$ cat config.mk
export PLATFORM = sky130hd
export DESIGN_NAME = asspi_top
export DESIGN_NICKNAME = d
export VERILOG_FILES = /design/src/hw/asspi_pkg.sv /design/src/hw/asspi_cfg_if.sv /design/src/hw/asspi_regs.sv /design/src/hw/asspi_sampler.sv /design/src/hw/asspi_top.sv
export VERILOG_INCLUDE_DIRS = /design/src /design/src/hw
export SDC_FILE = /design/constraint.sdc
export NUM_CORES = 1
export LEC_CHECK = 0
export BUFFER_PORTS_ARGS = -buffer_cell sky130_fd_sc_hd__buf_2
export CORE_MARGIN = 4
export CORE_UTILIZATION = 59
export DETAILED_ROUTE_END_ITERATION = 6
export HOLD_SLACK_MARGIN = 0.15
export PLACE_DENSITY = 0.85
export SLEW_MARGIN = 10
export SYNTH_ARGS = -nofsm -noshare
export SYNTH_HDL_FRONTEND = slang
export SYNTH_SLANG_ARGS = --single-unit
$ cat constraint.sdc
create_clock -name clk_sys -period 2.4 [get_ports clk_sys]
set_input_delay 0.48 -clock clk_sys [delete_from_list [all_inputs] [get_ports clk_sys]]
set_output_delay 0.48 -clock clk_sys [all_outputs]
set_load 0.05 [all_outputs]
$ cat src/hw/asspi_map.svh
// Register offsets, field positions, reset values and timing counts of the angle sensor serial port.
// ****************************************************************
// Behaviour
// - Mode 3: clock and select idle high, sample on rising edge, MSB first.
// - Slave only; 16 bits shift in while 16 bits shift out.
// - Beyond 16 clocks, an 8-bit sample index follows the angle, 24 bits.
// - Register 3 holds the full 8-bit bias-trim magnitude.
// - Zero offset: bits 11..4 in register 4, bits 3..0 in register 5 low nibble.
// - Register 5 bit 4 enables trimming of the X-axis bias current.
// - Register 5 bit 5 enables trimming of the Y-axis bias current.
// - Both enables set reduce both axes equally, no side-shaft correction.
// - Bias-trim magnitude is unsigned, 0 to 255.
// - Register 9 bits 3,4,5 request permanent storage of registers 3,4,5.
// - A new angle sample arrives at 500 kHz, open loop.
// - Write word is command 0010, address, value; effective immediately.
// - Read command 0001 returns angle high byte then register content.
// - Sample index counts 0..255, one per buffer refresh, wraps.
// - Select low freezes the output buffer until select returns high.
// ****************************************************************
`ifndef ASSPI_MAP_SVH
`define ASSPI_MAP_SVH
`define ASSPI_CMD_READ 4'h1
`define ASSPI_CMD_WRITE 4'h2
`define ASSPI_ADDR_TRIM 4'h3
`define ASSPI_ADDR_ZHI 4'h4
`define ASSPI_ADDR_ZLO 4'h5
`define ASSPI_ADDR_FUSE 4'h9
`define ASSPI_XEN_BIT 4
`define ASSPI_YEN_BIT 5
`define ASSPI_ZLO_MASK 8'h3f
`define ASSPI_FUSE_MASK 8'h38
`define ASSPI_RESET_VAL 8'h00
`define ASSPI_WORD_BITS 16
`define ASSPI_FULL_BITS 24
`define ASSPI_CLK_HZ 40000000
`define ASSPI_SAMPLE_HZ 500000
`define ASSPI_SAMPLE_CYC (`ASSPI_CLK_HZ / `ASSPI_SAMPLE_HZ)
`endif

$ cat src/hw/asspi_pkg.sv
// Types of the angle sensor serial port.
package asspi_pkg;
    typedef enum logic [1:0] {ST_IDLE, ST_SHIFT, ST_DONE} asspi_state_t;
    typedef logic [7:0] asspi_byte_t;
endpackage

$ cat src/hw/asspi_cfg_if.sv
// Write and read path between the serial engine and the register file.
`timescale 1ns/1ps
`default_nettype none
interface asspi_cfg_if;
    logic wr_en;
    logic [3:0] addr;
    logic [7:0] wdata;
    logic [7:0] rdata;
    modport engine (output wr_en, output addr, output wdata, input rdata);
    modport regs (input wr_en, input addr, input wdata, output rdata);
endinterface
`default_nettype wire

$ cat src/hw/asspi_regs.sv
// Configuration register file of the angle sensor.
`timescale 1ns/1ps
`default_nettype none
`include "asspi_map.svh"
module asspi_regs
(
    // Clock and reset.
    input wire logic clk_sys,
    input wire logic rst_n,
    // Register access.
    asspi_cfg_if.regs cfg,
    // Configuration out.
    output logic [7:0] bias_trim_magnitude,
    output logic [11:0] zero_offset,
    output logic x_trim_enable,
    output logic y_trim_enable,
    output logic [2:0] fuse_store_request_bit
);
    logic [7:0] trim_r, trim_nxt, zhi_r, zhi_nxt, zlo_r, zlo_nxt, fuse_r, fuse_nxt;

    // Writes land at once; unmapped addresses fall through untouched.
    always_comb
    begin
        trim_nxt = trim_r;
        zhi_nxt = zhi_r;
        zlo_nxt = zlo_r;
        fuse_nxt = fuse_r;
        if (cfg.wr_en)
        begin
            case (cfg.addr)
                `ASSPI_ADDR_TRIM: trim_nxt = cfg.wdata;
                `ASSPI_ADDR_ZHI: zhi_nxt = cfg.wdata;
                `ASSPI_ADDR_ZLO: zlo_nxt = cfg.wdata & `ASSPI_ZLO_MASK;
                `ASSPI_ADDR_FUSE: fuse_nxt = cfg.wdata & `ASSPI_FUSE_MASK;
                default: trim_nxt = trim_r;
            endcase
        end
    end

    // Registers reset to the unprogrammed value.
    always_ff @(posedge clk_sys or negedge rst_n)
    begin
        if (!rst_n)
        begin
            trim_r <= `ASSPI_RESET_VAL;
            zhi_r <= `ASSPI_RESET_VAL;
            zlo_r <= `ASSPI_RESET_VAL;
            fuse_r <= `ASSPI_RESET_VAL;
        end
        else
        begin
            trim_r <= trim_nxt;
            zhi_r <= zhi_nxt;
            zlo_r <= zlo_nxt;
            fuse_r <= fuse_nxt;
        end
    end

    // Read mux; unmapped addresses read zero.
    always_comb
    begin
        case (cfg.addr)
            `ASSPI_ADDR_TRIM: cfg.rdata = trim_r;
            `ASSPI_ADDR_ZHI: cfg.rdata = zhi_r;
            `ASSPI_ADDR_ZLO: cfg.rdata = zlo_r;
            `ASSPI_ADDR_FUSE: cfg.rdata = fuse_r;
            default: cfg.rdata = 8'h00;
        endcase
    end

    // Both enables set trim both axes by the same magnitude.
    assign bias_trim_magnitude = trim_r;
    assign zero_offset = {zhi_r, zlo_r[3:0]};
    assign x_trim_enable = zlo_r[`ASSPI_XEN_BIT];
    assign y_trim_enable = zlo_r[`ASSPI_YEN_BIT];
    assign fuse_store_request_bit = fuse_r[5:3];

    property p_zlo_zero;
        @(posedge clk_sys) disable iff (!rst_n)
        zlo_r[7:6] == 2'b00;
    endproperty
    a_zlo_zero: assert property (p_zlo_zero) else $error("zero-low upper bits not zero");
    property p_fuse_zero;
        @(posedge clk_sys) disable iff (!rst_n)
        (fuse_r & ~`ASSPI_FUSE_MASK) == 8'h00;
    endproperty
    a_fuse_zero: assert property (p_fuse_zero) else $error("fuse spare bits set");
    property p_trim_wr;
        @(posedge clk_sys) disable iff (!rst_n)
        cfg.wr_en && cfg.addr == `ASSPI_ADDR_TRIM |=> trim_r == $past(cfg.wdata);
    endproperty
    a_trim_wr: assert property (p_trim_wr) else $error("trim write lost");
    property p_unmapped;
        @(posedge clk_sys) disable iff (!rst_n)
        cfg.wr_en && cfg.addr != `ASSPI_ADDR_TRIM && cfg.addr != `ASSPI_ADDR_ZHI && cfg.addr != `ASSPI_ADDR_ZLO
            && cfg.addr != `ASSPI_ADDR_FUSE |=> $stable(trim_r) && $stable(zhi_r) && $stable(zlo_r) && $stable(fuse_r);
    endproperty
    a_unmapped: assert property (p_unmapped) else $error("unmapped write changed state");
endmodule
`default_nettype wire

$ cat src/hw/asspi_sampler.sv
// Sample pacer: refreshes the output buffer at the front-end rate unless frozen.
`timescale 1ns/1ps
`default_nettype none
`include "asspi_map.svh"
module asspi_sampler
(
    // Clock and reset.
    input wire logic clk_sys,
    input wire logic rst_n,
    // Front end and freeze.
    input wire logic [15:0] fe_angle,
    input wire logic freeze,
    // Output buffer.
    output logic [15:0] buf_angle,
    output logic [7:0] buf_index
);
    localparam int CYC = `ASSPI_SAMPLE_CYC;
    logic [6:0] cnt_r, cnt_nxt;
    logic [15:0] ang_r, ang_nxt;
    logic [7:0] idx_r, idx_nxt;
    logic tick;

    // A sample that comes due while frozen is dropped, and the index does not count it.
    always_comb
    begin
        tick = (cnt_r == 7'(CYC - 1));
        cnt_nxt = tick ? 7'd0 : cnt_r + 7'd1;
        ang_nxt = ang_r;
        idx_nxt = idx_r;
        if (tick && !freeze)
        begin
            ang_nxt = fe_angle;
            idx_nxt = idx_r + 8'd1;
        end
    end

    always_ff @(posedge clk_sys or negedge rst_n)
    begin
        if (!rst_n)
        begin
            cnt_r <= 7'd0;
            ang_r <= 16'h0000;
            idx_r <= 8'h00;
        end
        else
        begin
            cnt_r <= cnt_nxt;
            ang_r <= ang_nxt;
            idx_r <= idx_nxt;
        end
    end

    assign buf_angle = ang_r;
    assign buf_index = idx_r;

    property p_freeze;
        @(posedge clk_sys) disable iff (!rst_n)
        freeze |=> $stable(buf_angle) && $stable(buf_index);
    endproperty
    a_freeze: assert property (p_freeze) else $error("buffer changed while frozen");
    property p_idx;
        @(posedge clk_sys) disable iff (!rst_n)
        $changed(buf_index) |-> buf_index == 8'($past(buf_index) + 8'd1);
    endproperty
    a_idx: assert property (p_idx) else $error("index step wrong");
    property p_rate;
        @(posedge clk_sys) disable iff (!rst_n)
        tick |=> !tick [*8];
    endproperty
    a_rate: assert property (p_rate) else $error("sample ticks too close");
endmodule
`default_nettype wire

$ cat src/hw/asspi_top.sv
// Serial slave port of the angle sensor: mode 3 shift engine, command decode, buffer and registers.
`timescale 1ns/1ps
`default_nettype none
`include "asspi_map.svh"
module asspi_top
(
    // Clock and reset.
    input wire logic clk_sys,
    input wire logic rst_n,
    // Serial pins.
    input wire logic spi_sclk,
    input wire logic spi_cs_n,
    input wire logic spi_mosi,
    output logic spi_miso,
    output logic spi_miso_oe,
    // Front end.
    input wire logic [15:0] fe_angle,
    // Configuration toward the analog trim and fuse logic.
    output logic [7:0] bias_trim_magnitude,
    output logic [11:0] zero_offset,
    output logic x_trim_enable,
    output logic y_trim_enable,
    output logic [2:0] fuse_store_request_bit
);
    // ****************************************************************
    // Pin synchronisers
    // ****************************************************************
    logic [1:0] sclk_s_r, cs_s_r, mosi_s_r;
    logic sclk_d_r, cs_d_r;

    // Two stages before any logic looks at a pin; a third bit keeps edge history.
    always_ff @(posedge clk_sys or negedge rst_n)
    begin
        if (!rst_n)
        begin
            sclk_s_r <= 2'b11;
            cs_s_r <= 2'b11;
            mosi_s_r <= 2'b00;
            sclk_d_r <= 1'b1;
            cs_d_r <= 1'b1;
        end
        else
        begin
            sclk_s_r <= {sclk_s_r[0], spi_sclk};
            cs_s_r <= {cs_s_r[0], spi_cs_n};
            mosi_s_r <= {mosi_s_r[0], spi_mosi};
            sclk_d_r <= sclk_s_r[1];
            cs_d_r <= cs_s_r[1];
        end
    end

    logic sclk_q, cs_q, mosi_q, sclk_rise, sclk_fall, cs_fall;
    assign sclk_q = sclk_s_r[1];
    assign cs_q = cs_s_r[1];
    assign mosi_q = mosi_s_r[1];
    assign sclk_rise = !cs_q && sclk_q && !sclk_d_r;
    assign sclk_fall = !cs_q && !sclk_q && sclk_d_r;
    assign cs_fall = !cs_q && cs_d_r;

    // ****************************************************************
    // Sampler and register file
    // ****************************************************************
    logic [15:0] buf_angle;
    logic [7:0] buf_index;
    asspi_cfg_if cfg ();

    asspi_sampler u_sampler
    (
        .clk_sys(clk_sys),
        .rst_n(rst_n),
        .fe_angle(fe_angle),
        .freeze(!cs_q),
        .buf_angle(buf_angle),
        .buf_index(buf_index)
    );

    asspi_regs u_regs
    (
        .clk_sys(clk_sys),
        .rst_n(rst_n),
        .cfg(cfg.regs),
        .bias_trim_magnitude(bias_trim_magnitude),
        .zero_offset(zero_offset),
        .x_trim_enable(x_trim_enable),
        .y_trim_enable(y_trim_enable),
        .fuse_store_request_bit(fuse_store_request_bit)
    );

    // ****************************************************************
    // Shift engine
    // ****************************************************************
    asspi_pkg::asspi_state_t st_r, st_nxt;
    logic [4:0] cnt_r, cnt_nxt;
    logic [15:0] rx_r, rx_nxt;
    logic [23:0] tx_r, tx_nxt;
    logic miso_r, miso_nxt;
    logic wr_nxt, wr_r;
    logic [3:0] addr_r, addr_nxt;
    logic [7:0] wdata_r, wdata_nxt;
    logic [15:0] rx_shift;
    logic rd_load_r, rd_load_nxt;

    // Decode of a finished command byte, used for the read swap and the write.
    function automatic logic is_cmd(input logic [3:0] c, input logic [3:0] want);
        is_cmd = (c == want);
    endfunction

    // The buffer is already frozen at the select edge, so the loaded word is coherent.
    always_comb
    begin
        st_nxt = st_r;
        cnt_nxt = cnt_r;
        rx_nxt = rx_r;
        tx_nxt = tx_r;
        miso_nxt = miso_r;
        wr_nxt = 1'b0;
        addr_nxt = addr_r;
        wdata_nxt = wdata_r;
        rd_load_nxt = 1'b0;
        rx_shift = {rx_r[14:0], mosi_q};
        case (st_r)
            asspi_pkg::ST_IDLE:
            begin
                if (cs_fall)
                begin
                    st_nxt = asspi_pkg::ST_SHIFT;
                    cnt_nxt = 5'd0;
                    tx_nxt = {buf_angle, buf_index};
                end
            end
            asspi_pkg::ST_SHIFT:
            begin
                if (cs_q)
                    st_nxt = asspi_pkg::ST_IDLE;
                else
                begin
                    // The register byte replaces the angle low byte one cycle after the address lands.
                    if (rd_load_r)
                        tx_nxt = {cfg.rdata, tx_r[15:0]};
                    if (sclk_fall)
                    begin
                        miso_nxt = tx_r[23];
                        tx_nxt = {tx_r[22:0], 1'b0};
                    end
                    if (sclk_rise)
                    begin
                        rx_nxt = rx_shift;
                        cnt_nxt = cnt_r + 5'd1;
                        if (cnt_r == 5'd7 && is_cmd(rx_shift[7:4], `ASSPI_CMD_READ))
                        begin
                            addr_nxt = rx_shift[3:0];
                            rd_load_nxt = 1'b1;
                        end
                        if (cnt_r == 5'd15)
                        begin
                            st_nxt = asspi_pkg::ST_DONE;
                            if (is_cmd(rx_shift[15:12], `ASSPI_CMD_WRITE))
                            begin
                                wr_nxt = 1'b1;
                                addr_nxt = rx_shift[11:8];
                                wdata_nxt = rx_shift[7:0];
                            end
                        end
                    end
                end
            end
            asspi_pkg::ST_DONE:
            begin
                if (cs_q)
                    st_nxt = asspi_pkg::ST_IDLE;
                else if (sclk_fall)
                begin
                    miso_nxt = tx_r[23];
                    tx_nxt = {tx_r[22:0], 1'b0};
                end
            end
            default: st_nxt = asspi_pkg::ST_IDLE;
        endcase
    end

    // Shift engine state; only registers the values computed above.
    always_ff @(posedge clk_sys or negedge rst_n)
    begin
        if (!rst_n)
        begin
            st_r <= asspi_pkg::ST_IDLE;
            cnt_r <= 5'd0;
            rx_r <= 16'h0000;
            tx_r <= 24'h000000;
            miso_r <= 1'b0;
            wr_r <= 1'b0;
            addr_r <= 4'h0;
            wdata_r <= 8'h00;
            rd_load_r <= 1'b0;
        end
        else
        begin
            st_r <= st_nxt;
            cnt_r <= cnt_nxt;
            rx_r <= rx_nxt;
            tx_r <= tx_nxt;
            miso_r <= miso_nxt;
            wr_r <= wr_nxt;
            addr_r <= addr_nxt;
            wdata_r <= wdata_nxt;
            rd_load_r <= rd_load_nxt;
        end
    end

    // Register access and data pin; the pin is driven only while a frame is open.
    assign cfg.wr_en = wr_r;
    assign cfg.addr = addr_r;
    assign cfg.wdata = wdata_r;
    assign spi_miso = miso_r;
    assign spi_miso_oe = (st_r != asspi_pkg::ST_IDLE);

    property p_wr_pulse;
        @(posedge clk_sys) disable iff (!rst_n)
        wr_r |=> !wr_r;
    endproperty
    a_wr_pulse: assert property (p_wr_pulse) else $error("write strobe longer than one cycle");
    property p_load;
        @(posedge clk_sys) disable iff (!rst_n)
        st_r == asspi_pkg::ST_IDLE && cs_fall |=> tx_r == {$past(buf_angle), $past(buf_index)};
    endproperty
    a_load: assert property (p_load) else $error("frame not loaded from buffer");
endmodule
`default_nettype wire

# == Word-level counts from Yosys, hierarchy flattened ==
# Cells that the tools add are included.
# W data, S select, Z words.
# classes
n_addsub,3
n_mul,0
n_div,0
order_cmp,0
eq_ne,21
n_shift,0
mux,31
n_bitwise,1
n_reduce_logical,26
# op_table
cell,n
$mux W24,6
$pmux W24 S3,1
$pmux W8 S4,1
$mux W5,3
$ne A2 B2 Y1 const B,7
$mux W4,3
$reduce_and A6 Y1,2
$mux W2,5
$pmux W5 S2,1
$mux W1,9
$ne A3 B3 Y1 const B,3
$add A8 B1 Y8 const B,1
$eq A4 B2 Y1 const B,2
$eq A4 B3 Y1 const B,2
$reduce_and A2 Y1,4
$reduce_and A4 Y1,2
$add A7 B1 Y7 const B,1
$eq A7 B7 Y1 const B,1
$logic_and A1 B1 Y1,7
$mux W7,1
$pmux W2 S3,1
$reduce_and A3 Y1,2
$add A5 B1 Y5 const B,1
$eq A5 B3 Y1 const B,1
12 further kinds,15
# totals
regBits,125
latchBits,0
ram_bits,0
romBits,0
output_inout_bits,27
word_cells,104
mem_count,0

# == Longest topological paths before layout ==
# depth
depth_word,6
depth_mapped,9
mapped_depth_nobuf,8

# == By module ==
# Synthesis repeated with hierarchy kept, for this count alone.
# unflattened
cells_unflattened,460
hier_area_um2,5718.0
# modules_own_cells
module,n_inst,cells_per_inst,area_each_um2,seq_area_each_um2
asspi_top,1,286,3250.6,1734.2
asspi_sampler,1,93,1333.8,775.7
asspi_regs,1,81,1133.6,625.6

# == Worst setup path before layout ==
# Ideal clock, no wire load.
# synth_timing
kind,register to register
from,register st_r[0]
to,register tx_r[22]
setup_ps,131
arrival_ps,1674
required_time_ps,2269
path_slack_ps,595
path_stages_with_launch,9
n_path_buf,2
period_less_slack_ps,1805
cell_sequence,dfrtp_1 -> ha_1 -> buf_6 -> or3_1 -> o31a_2 -> o21bai_4 -> buf_6 -> nand2_1 -> o31ai_1
# synth_via
elab_chain_cells,3
word_cells_on_any_way,11
classes_between,eq/ne (7); mux (1); reduce/logical (3)
# synth_lines
element,line,rtl
from (decl),asspi_top.sv:92,"asspi_pkg::asspi_state_t st_r, st_nxt;"
from (signal assigned),asspi_top.sv:186,st_r <= asspi_pkg::ST_IDLE;
from (signal assigned),asspi_top.sv:198,st_r <= st_nxt;
$eq A2 B1 Y1 (tied with other cells),asspi_top.sv:121,case (st_r)
$ne A3 B3 Y1 (no line) (tied with other cells),-,
$reduce_and A6 Y1 (no line),-,
to (signal assigned),asspi_top.sv:201,tx_r <= tx_nxt;
to (decl),asspi_top.sv:95,"logic [23:0] tx_r, tx_nxt;"
# Parallel ways exist; a longest one is shown, timed or not.
# A chain may end at the register's enable or synchronous reset.

# == Worst setup path in the final report ==
# layout_timing
from,register st_r[0]
to,output spi_miso_oe
# layout_via
elab_chain_cells,1
# layout_lines
element,line,rtl
$reduce_bool A2 Y1,asspi_top.sv:215,assign spi_miso_oe = (st_r != asspi_pkg::ST_IDLE);
to (decl),asspi_top.sv:15,"output logic spi_miso_oe,"
# Every way passes these cells.

==> results.txt <==
----------------------------------------------------
[Yosys]
  Synth Area in Compound Gates ... a little under an eighth
  Post-synthesis sequential area ratio ... around 55%
  Count of synthesis-stage warnings from yosys ... 0
  Simple-gate share of the synthesized area ... a little under a fifth
  Fraction of registers with async set/reset ... 100.0%
  Post-Synthesis Cells ... around 540
  Largest area contributor in the netlist ... sky130_fd_sc_hd__dfrtp_1
  Leading register cell type out of synthesis ... sky130_fd_sc_hd__dfrtp_1
  Mapped Nets ... between 500 and 600
  Register bit count reported by yosys ... about 130
  Top-count cell post-synth ... sky130_fd_sc_hd__dfrtp_1
  Share of the synthesized area in the top cell type ... between 50% and 60%
  Total standard cell area after synthesis ... between 5000 and 6000 um2
  Adder and majority cell fraction of the synthesized area ... approximately 1.8%
  Largest family of logic cells by synthesized area ... simple AND/OR/NAND/NOR gates
  Leading cell types by count after synthesis ... 119 x sky130_fd_sc_hd__dfrtp_1, 115 x sky130_fd_sc_hd__nand2_1, 37 x sky130_fd_sc_hd__nor2_1
  Fraction of synthesized cell area in xor and xnor cells ... under 10%
  Largest cells by area after synthesis ... sky130_fd_sc_hd__dfrtp_1 52%, sky130_fd_sc_hd__nand2_1 7.6%, sky130_fd_sc_hd__mux2_2 6.3%
  Multiplexer share of the synthesized area ... 7.076%
  Average instance area after synthesis ... 10.60 um2
  Number of distinct library cell variants in the gate-level netlist after synthesis ... 56
  Post-synth EDFFs ... 0

[Timing]
  Maximum operating frequency ... ~470 MHz
  Final clock skew ... roughly 0.0075 ns
  Minimum setup slack in the final design ... slightly below 0.3 ns
  Setup violation total in the final timing report ... 0
  Number of slew-limit violations in the final report ... 0
  Worst-Margin Slew ... 0.5170 ns
  Fin Setup TNS ... 0 ns
  Fraction of the cycle the final worst path needs ... 87.99%
  Setup repair after global routing missed its margin ... no
  Worst hold margin ... ~0.16 ns
  Tightest slew margin relative to the limit ... between 60% and 70%
  Final critical-path required period ... ~2.1 ns
  Final hold vios ... 0

[Placement]
  Post-Place Cells ... approximately 700
  Dpl hpwl ... between 8000 and 9000 um
  Routability Congestion ... ~0.8
  Input/output buffers ... between 40 and 50
  Instance area after placement ... just over 6000 um2
  Setup Slack @ Placement ... approximately 0.38 ns

[Die]
  Die area ... 11320 um2
  Starting density of the core ... approximately three fifths
  Placeable core region ... slightly above 9000 um2
  Core Rows ... 35
  Overall die height ... between 100 and 150 um
  Horizontal extent of the die ... roughly 110 um
  Top-level port count ... 48

[Clocking]
  CTS Buf Count ... 17
  Number of resized instances in the post-cts repair step ... 0
  Clock transition time at the flip-flop clock pins of the worst setup and hold paths ... approximately 0.06 ns
  Root buffer selected by CTS ... sky130_fd_sc_hd__clkbuf_8
  Later-pin clock latency in the skew report ... 0.51 ns
  Setup Fix Bufs, Post-CTS ... 0
  Clock tree sinks ... about 130
  CTS tree ... built
  H-tree depth ... 4
  Total of hold buffers inserted after clock tree synthesis ... 5
  Maximum number of buffers from clock root to sink ... 2

[GRT]
  Global-route met3 utilization ... 5.100%
  Global-route layer with the greatest usage ... met2
  Met1 Resource Use GR ... about a third
  Met2 Resource Use GR ... approximately two fifths
  Number of antenna violations at the first check in global routing ... 0
  Global-route total usage across every layer ... between 20% and 30%
  Wire length of the first global-routing pass ... ~21000 um
  Via count of the first global-routing pass ... about 4300
  Grt ovf ... 0
  Pin count of the biggest net entering global routing ... 47

[Layout]
  Final Non-Filler Cells ... 734
  Fill cell count ... 600
  Area occupied by multi-input gates ... about 2400 um2
  Net total in the final layout ... approximately 620
  Area growth syn-to-layout ... 17.79%
  Diodes inserted ... 0
  Final instance area ... 6728 um2
  Final design utilization ... approximately 70%
  Fraction of layout instances using a drive strength above 1 ... around a quarter
  Sequential cell area ... roughly 3100 um2

[Critical path]
  Arrival time worst endpoint ... 1.63 ns
  Nature of the critical path startpoint ... flop
  Kind of capture point of the worst setup path ... output pin
  Path depth of the worst reg2reg path ... 7
  Kind of critical path ... reg2out
  CP required ... roughly 1.9 ns
  Slack of the worst reg-to-reg path ... 0.35 ns
  Worst-path fanout max ... 6
  RR Endpoint ... tx_r[1]
  Reg2Reg Launch Point ... st_r[0]

[Run]
  Number of max-cap violations ... 0

[Min path]
  Min-delay worst type ... in2reg
  Count of cells along the worst hold path ... 3
  Hold wc startpoint ... fe_angle[4]
  Hold path endpoint ... u_sampler.buf_angle[4]

[Status]
  Status ... completed

[Pwr]
  Worst voltage drop across the vdd grid ... between 0.0007 and 0.0008 V
  Leakage ... around 3.3 nW
  Areal power density over the cells ... approximately 1100 nW/um2
  Overall Power ... 7.203 mW

[Detailed routing]
  DRC Markers ... 0
  Routed wirelength normalized by instance count ... about 17 um
  Antenna-violating nets left ... 0
  Total number of vias ... ~4200
  Detailed Route WL ... 12420 um
  Number of iterations in the first detailed-routing pass ... 5
  Via count normalized by instance count ... around 5.7
  Number of violations reported at the end of detailed-routing iteration 0 ... approximately 260

----------------------------------------------------
sequential cells by signal, indices dropped and copies added (netlist names), 2 cells and up:
name and cells:
addr_r 4, cfg.wdata 8, cnt_r 5, cs_s_r 2, mosi_s_r 2, rx_r 15
sclk_s_r 2, st_r 2, tx_r 24, u_regs.bias_trim_magnitude 8, u_regs.fuse_r 3, u_regs.zhi_r 8
u_regs.zlo_r 6, u_sampler.buf_angle 16, u_sampler.buf_index 8, u_sampler.cnt_r 7
worst max-delay path, stage by stage, from the launching register on:
cell                      delay, ns
sky130_fd_sc_hd__dfrtp_1       0.41
sky130_fd_sc_hd__inv_1         0.09
sky130_fd_sc_hd__ha_1          0.27
sky130_fd_sc_hd__inv_1         0.10
sky130_fd_sc_hd__buf_2         0.26
kinds of logic (layout without fill, tap and decap cells):
kind of cell	after synthesis	in the layout
AOI/OAI and AO/OA	97	97
adders and majority gates	8	8
buffers and inverters	38	104
xor gates and xnor gates	11	11
and+or+nand+nor	224	224
muxes	36	36
DFF	125	125
how the worst max path moves through the flow:
stage	endpoint	cells after the start	from	slack [ns]
after floorplan	tx_r[22]	8	st_r[0]	0.60
after global placement	cfg.wdata[5]	5	st_r[1]	0.48
after detailed placement	cfg.wdata[4]	7	cnt_r[0]	0.38
after CTS	spi_miso_oe	4	st_r[0]	0.28
after global routing	addr_r[1]	8	cnt_r[1]	0.20
final	spi_miso_oe	4	st_r[0]	0.29
where the power goes:
| group | switching, mW | leakage, nW | internal [mW] |
|---|---|---|---|
| combinational | 1.17 | 1.46 | 0.678 |
| sequential | 0.195 | 1.56 | 2.41 |
| clock | 0.936 | 0.304 | 1.82 |
layer usage:
metal / vias to the layer above / share of wire (%)
li1: 1981 / -
met1: 2074 / 42
met2: 135 / 51
met3: 16 / 5.2
met4: 0 / 1.5
met5: - / 0
cell usage in the layout, fill, tap and decap left out, types with 3 or more instances in the layout:
cell type	instances
sky130_fd_sc_hd__mux2_2	32
sky130_fd_sc_hd__dfstp_2	6
sky130_fd_sc_hd__xor2_1	5
sky130_fd_sc_hd__nand2_1	115
sky130_fd_sc_hd__inv_1	10
sky130_fd_sc_hd__o31ai_1	5
sky130_fd_sc_hd__dlygate4sd3_1	5
sky130_fd_sc_hd__o21ai_0	13
sky130_fd_sc_hd__o21ai_2	3
sky130_fd_sc_hd__ha_1	8
sky130_fd_sc_hd__dfrtp_1	119
sky130_fd_sc_hd__o22ai_1	4
sky130_fd_sc_hd__a22oi_1	14
sky130_fd_sc_hd__buf_2	46
sky130_fd_sc_hd__bufinv_16	5
sky130_fd_sc_hd__clkinvlp_4	3
sky130_fd_sc_hd__nor2_1	37
sky130_fd_sc_hd__nand2b_1	6
sky130_fd_sc_hd__a22o_1	3
sky130_fd_sc_hd__nor2b_1	8
sky130_fd_sc_hd__o2bb2ai_1	7
sky130_fd_sc_hd__nand3b_1	3
sky130_fd_sc_hd__a221oi_1	4
sky130_fd_sc_hd__buf_4	10
sky130_fd_sc_hd__xnor2_1	6
sky130_fd_sc_hd__mux2_1	3
sky130_fd_sc_hd__nand3_1	10
sky130_fd_sc_hd__a21oi_1	34
sky130_fd_sc_hd__and3_1	22
sky130_fd_sc_hd__clkbuf_16	16
final cells by class:
class	instances	area share [%]
clock buffers	18	6.360
flip-flops and latches	125	46.61
repair buffers	63	5.877
clock inverters	13	3.162
well taps	129	2.399
multi-input cells	376	35.04
inverters	10	0.5579
Note: power is estimated with default switching activity, not from simulation.
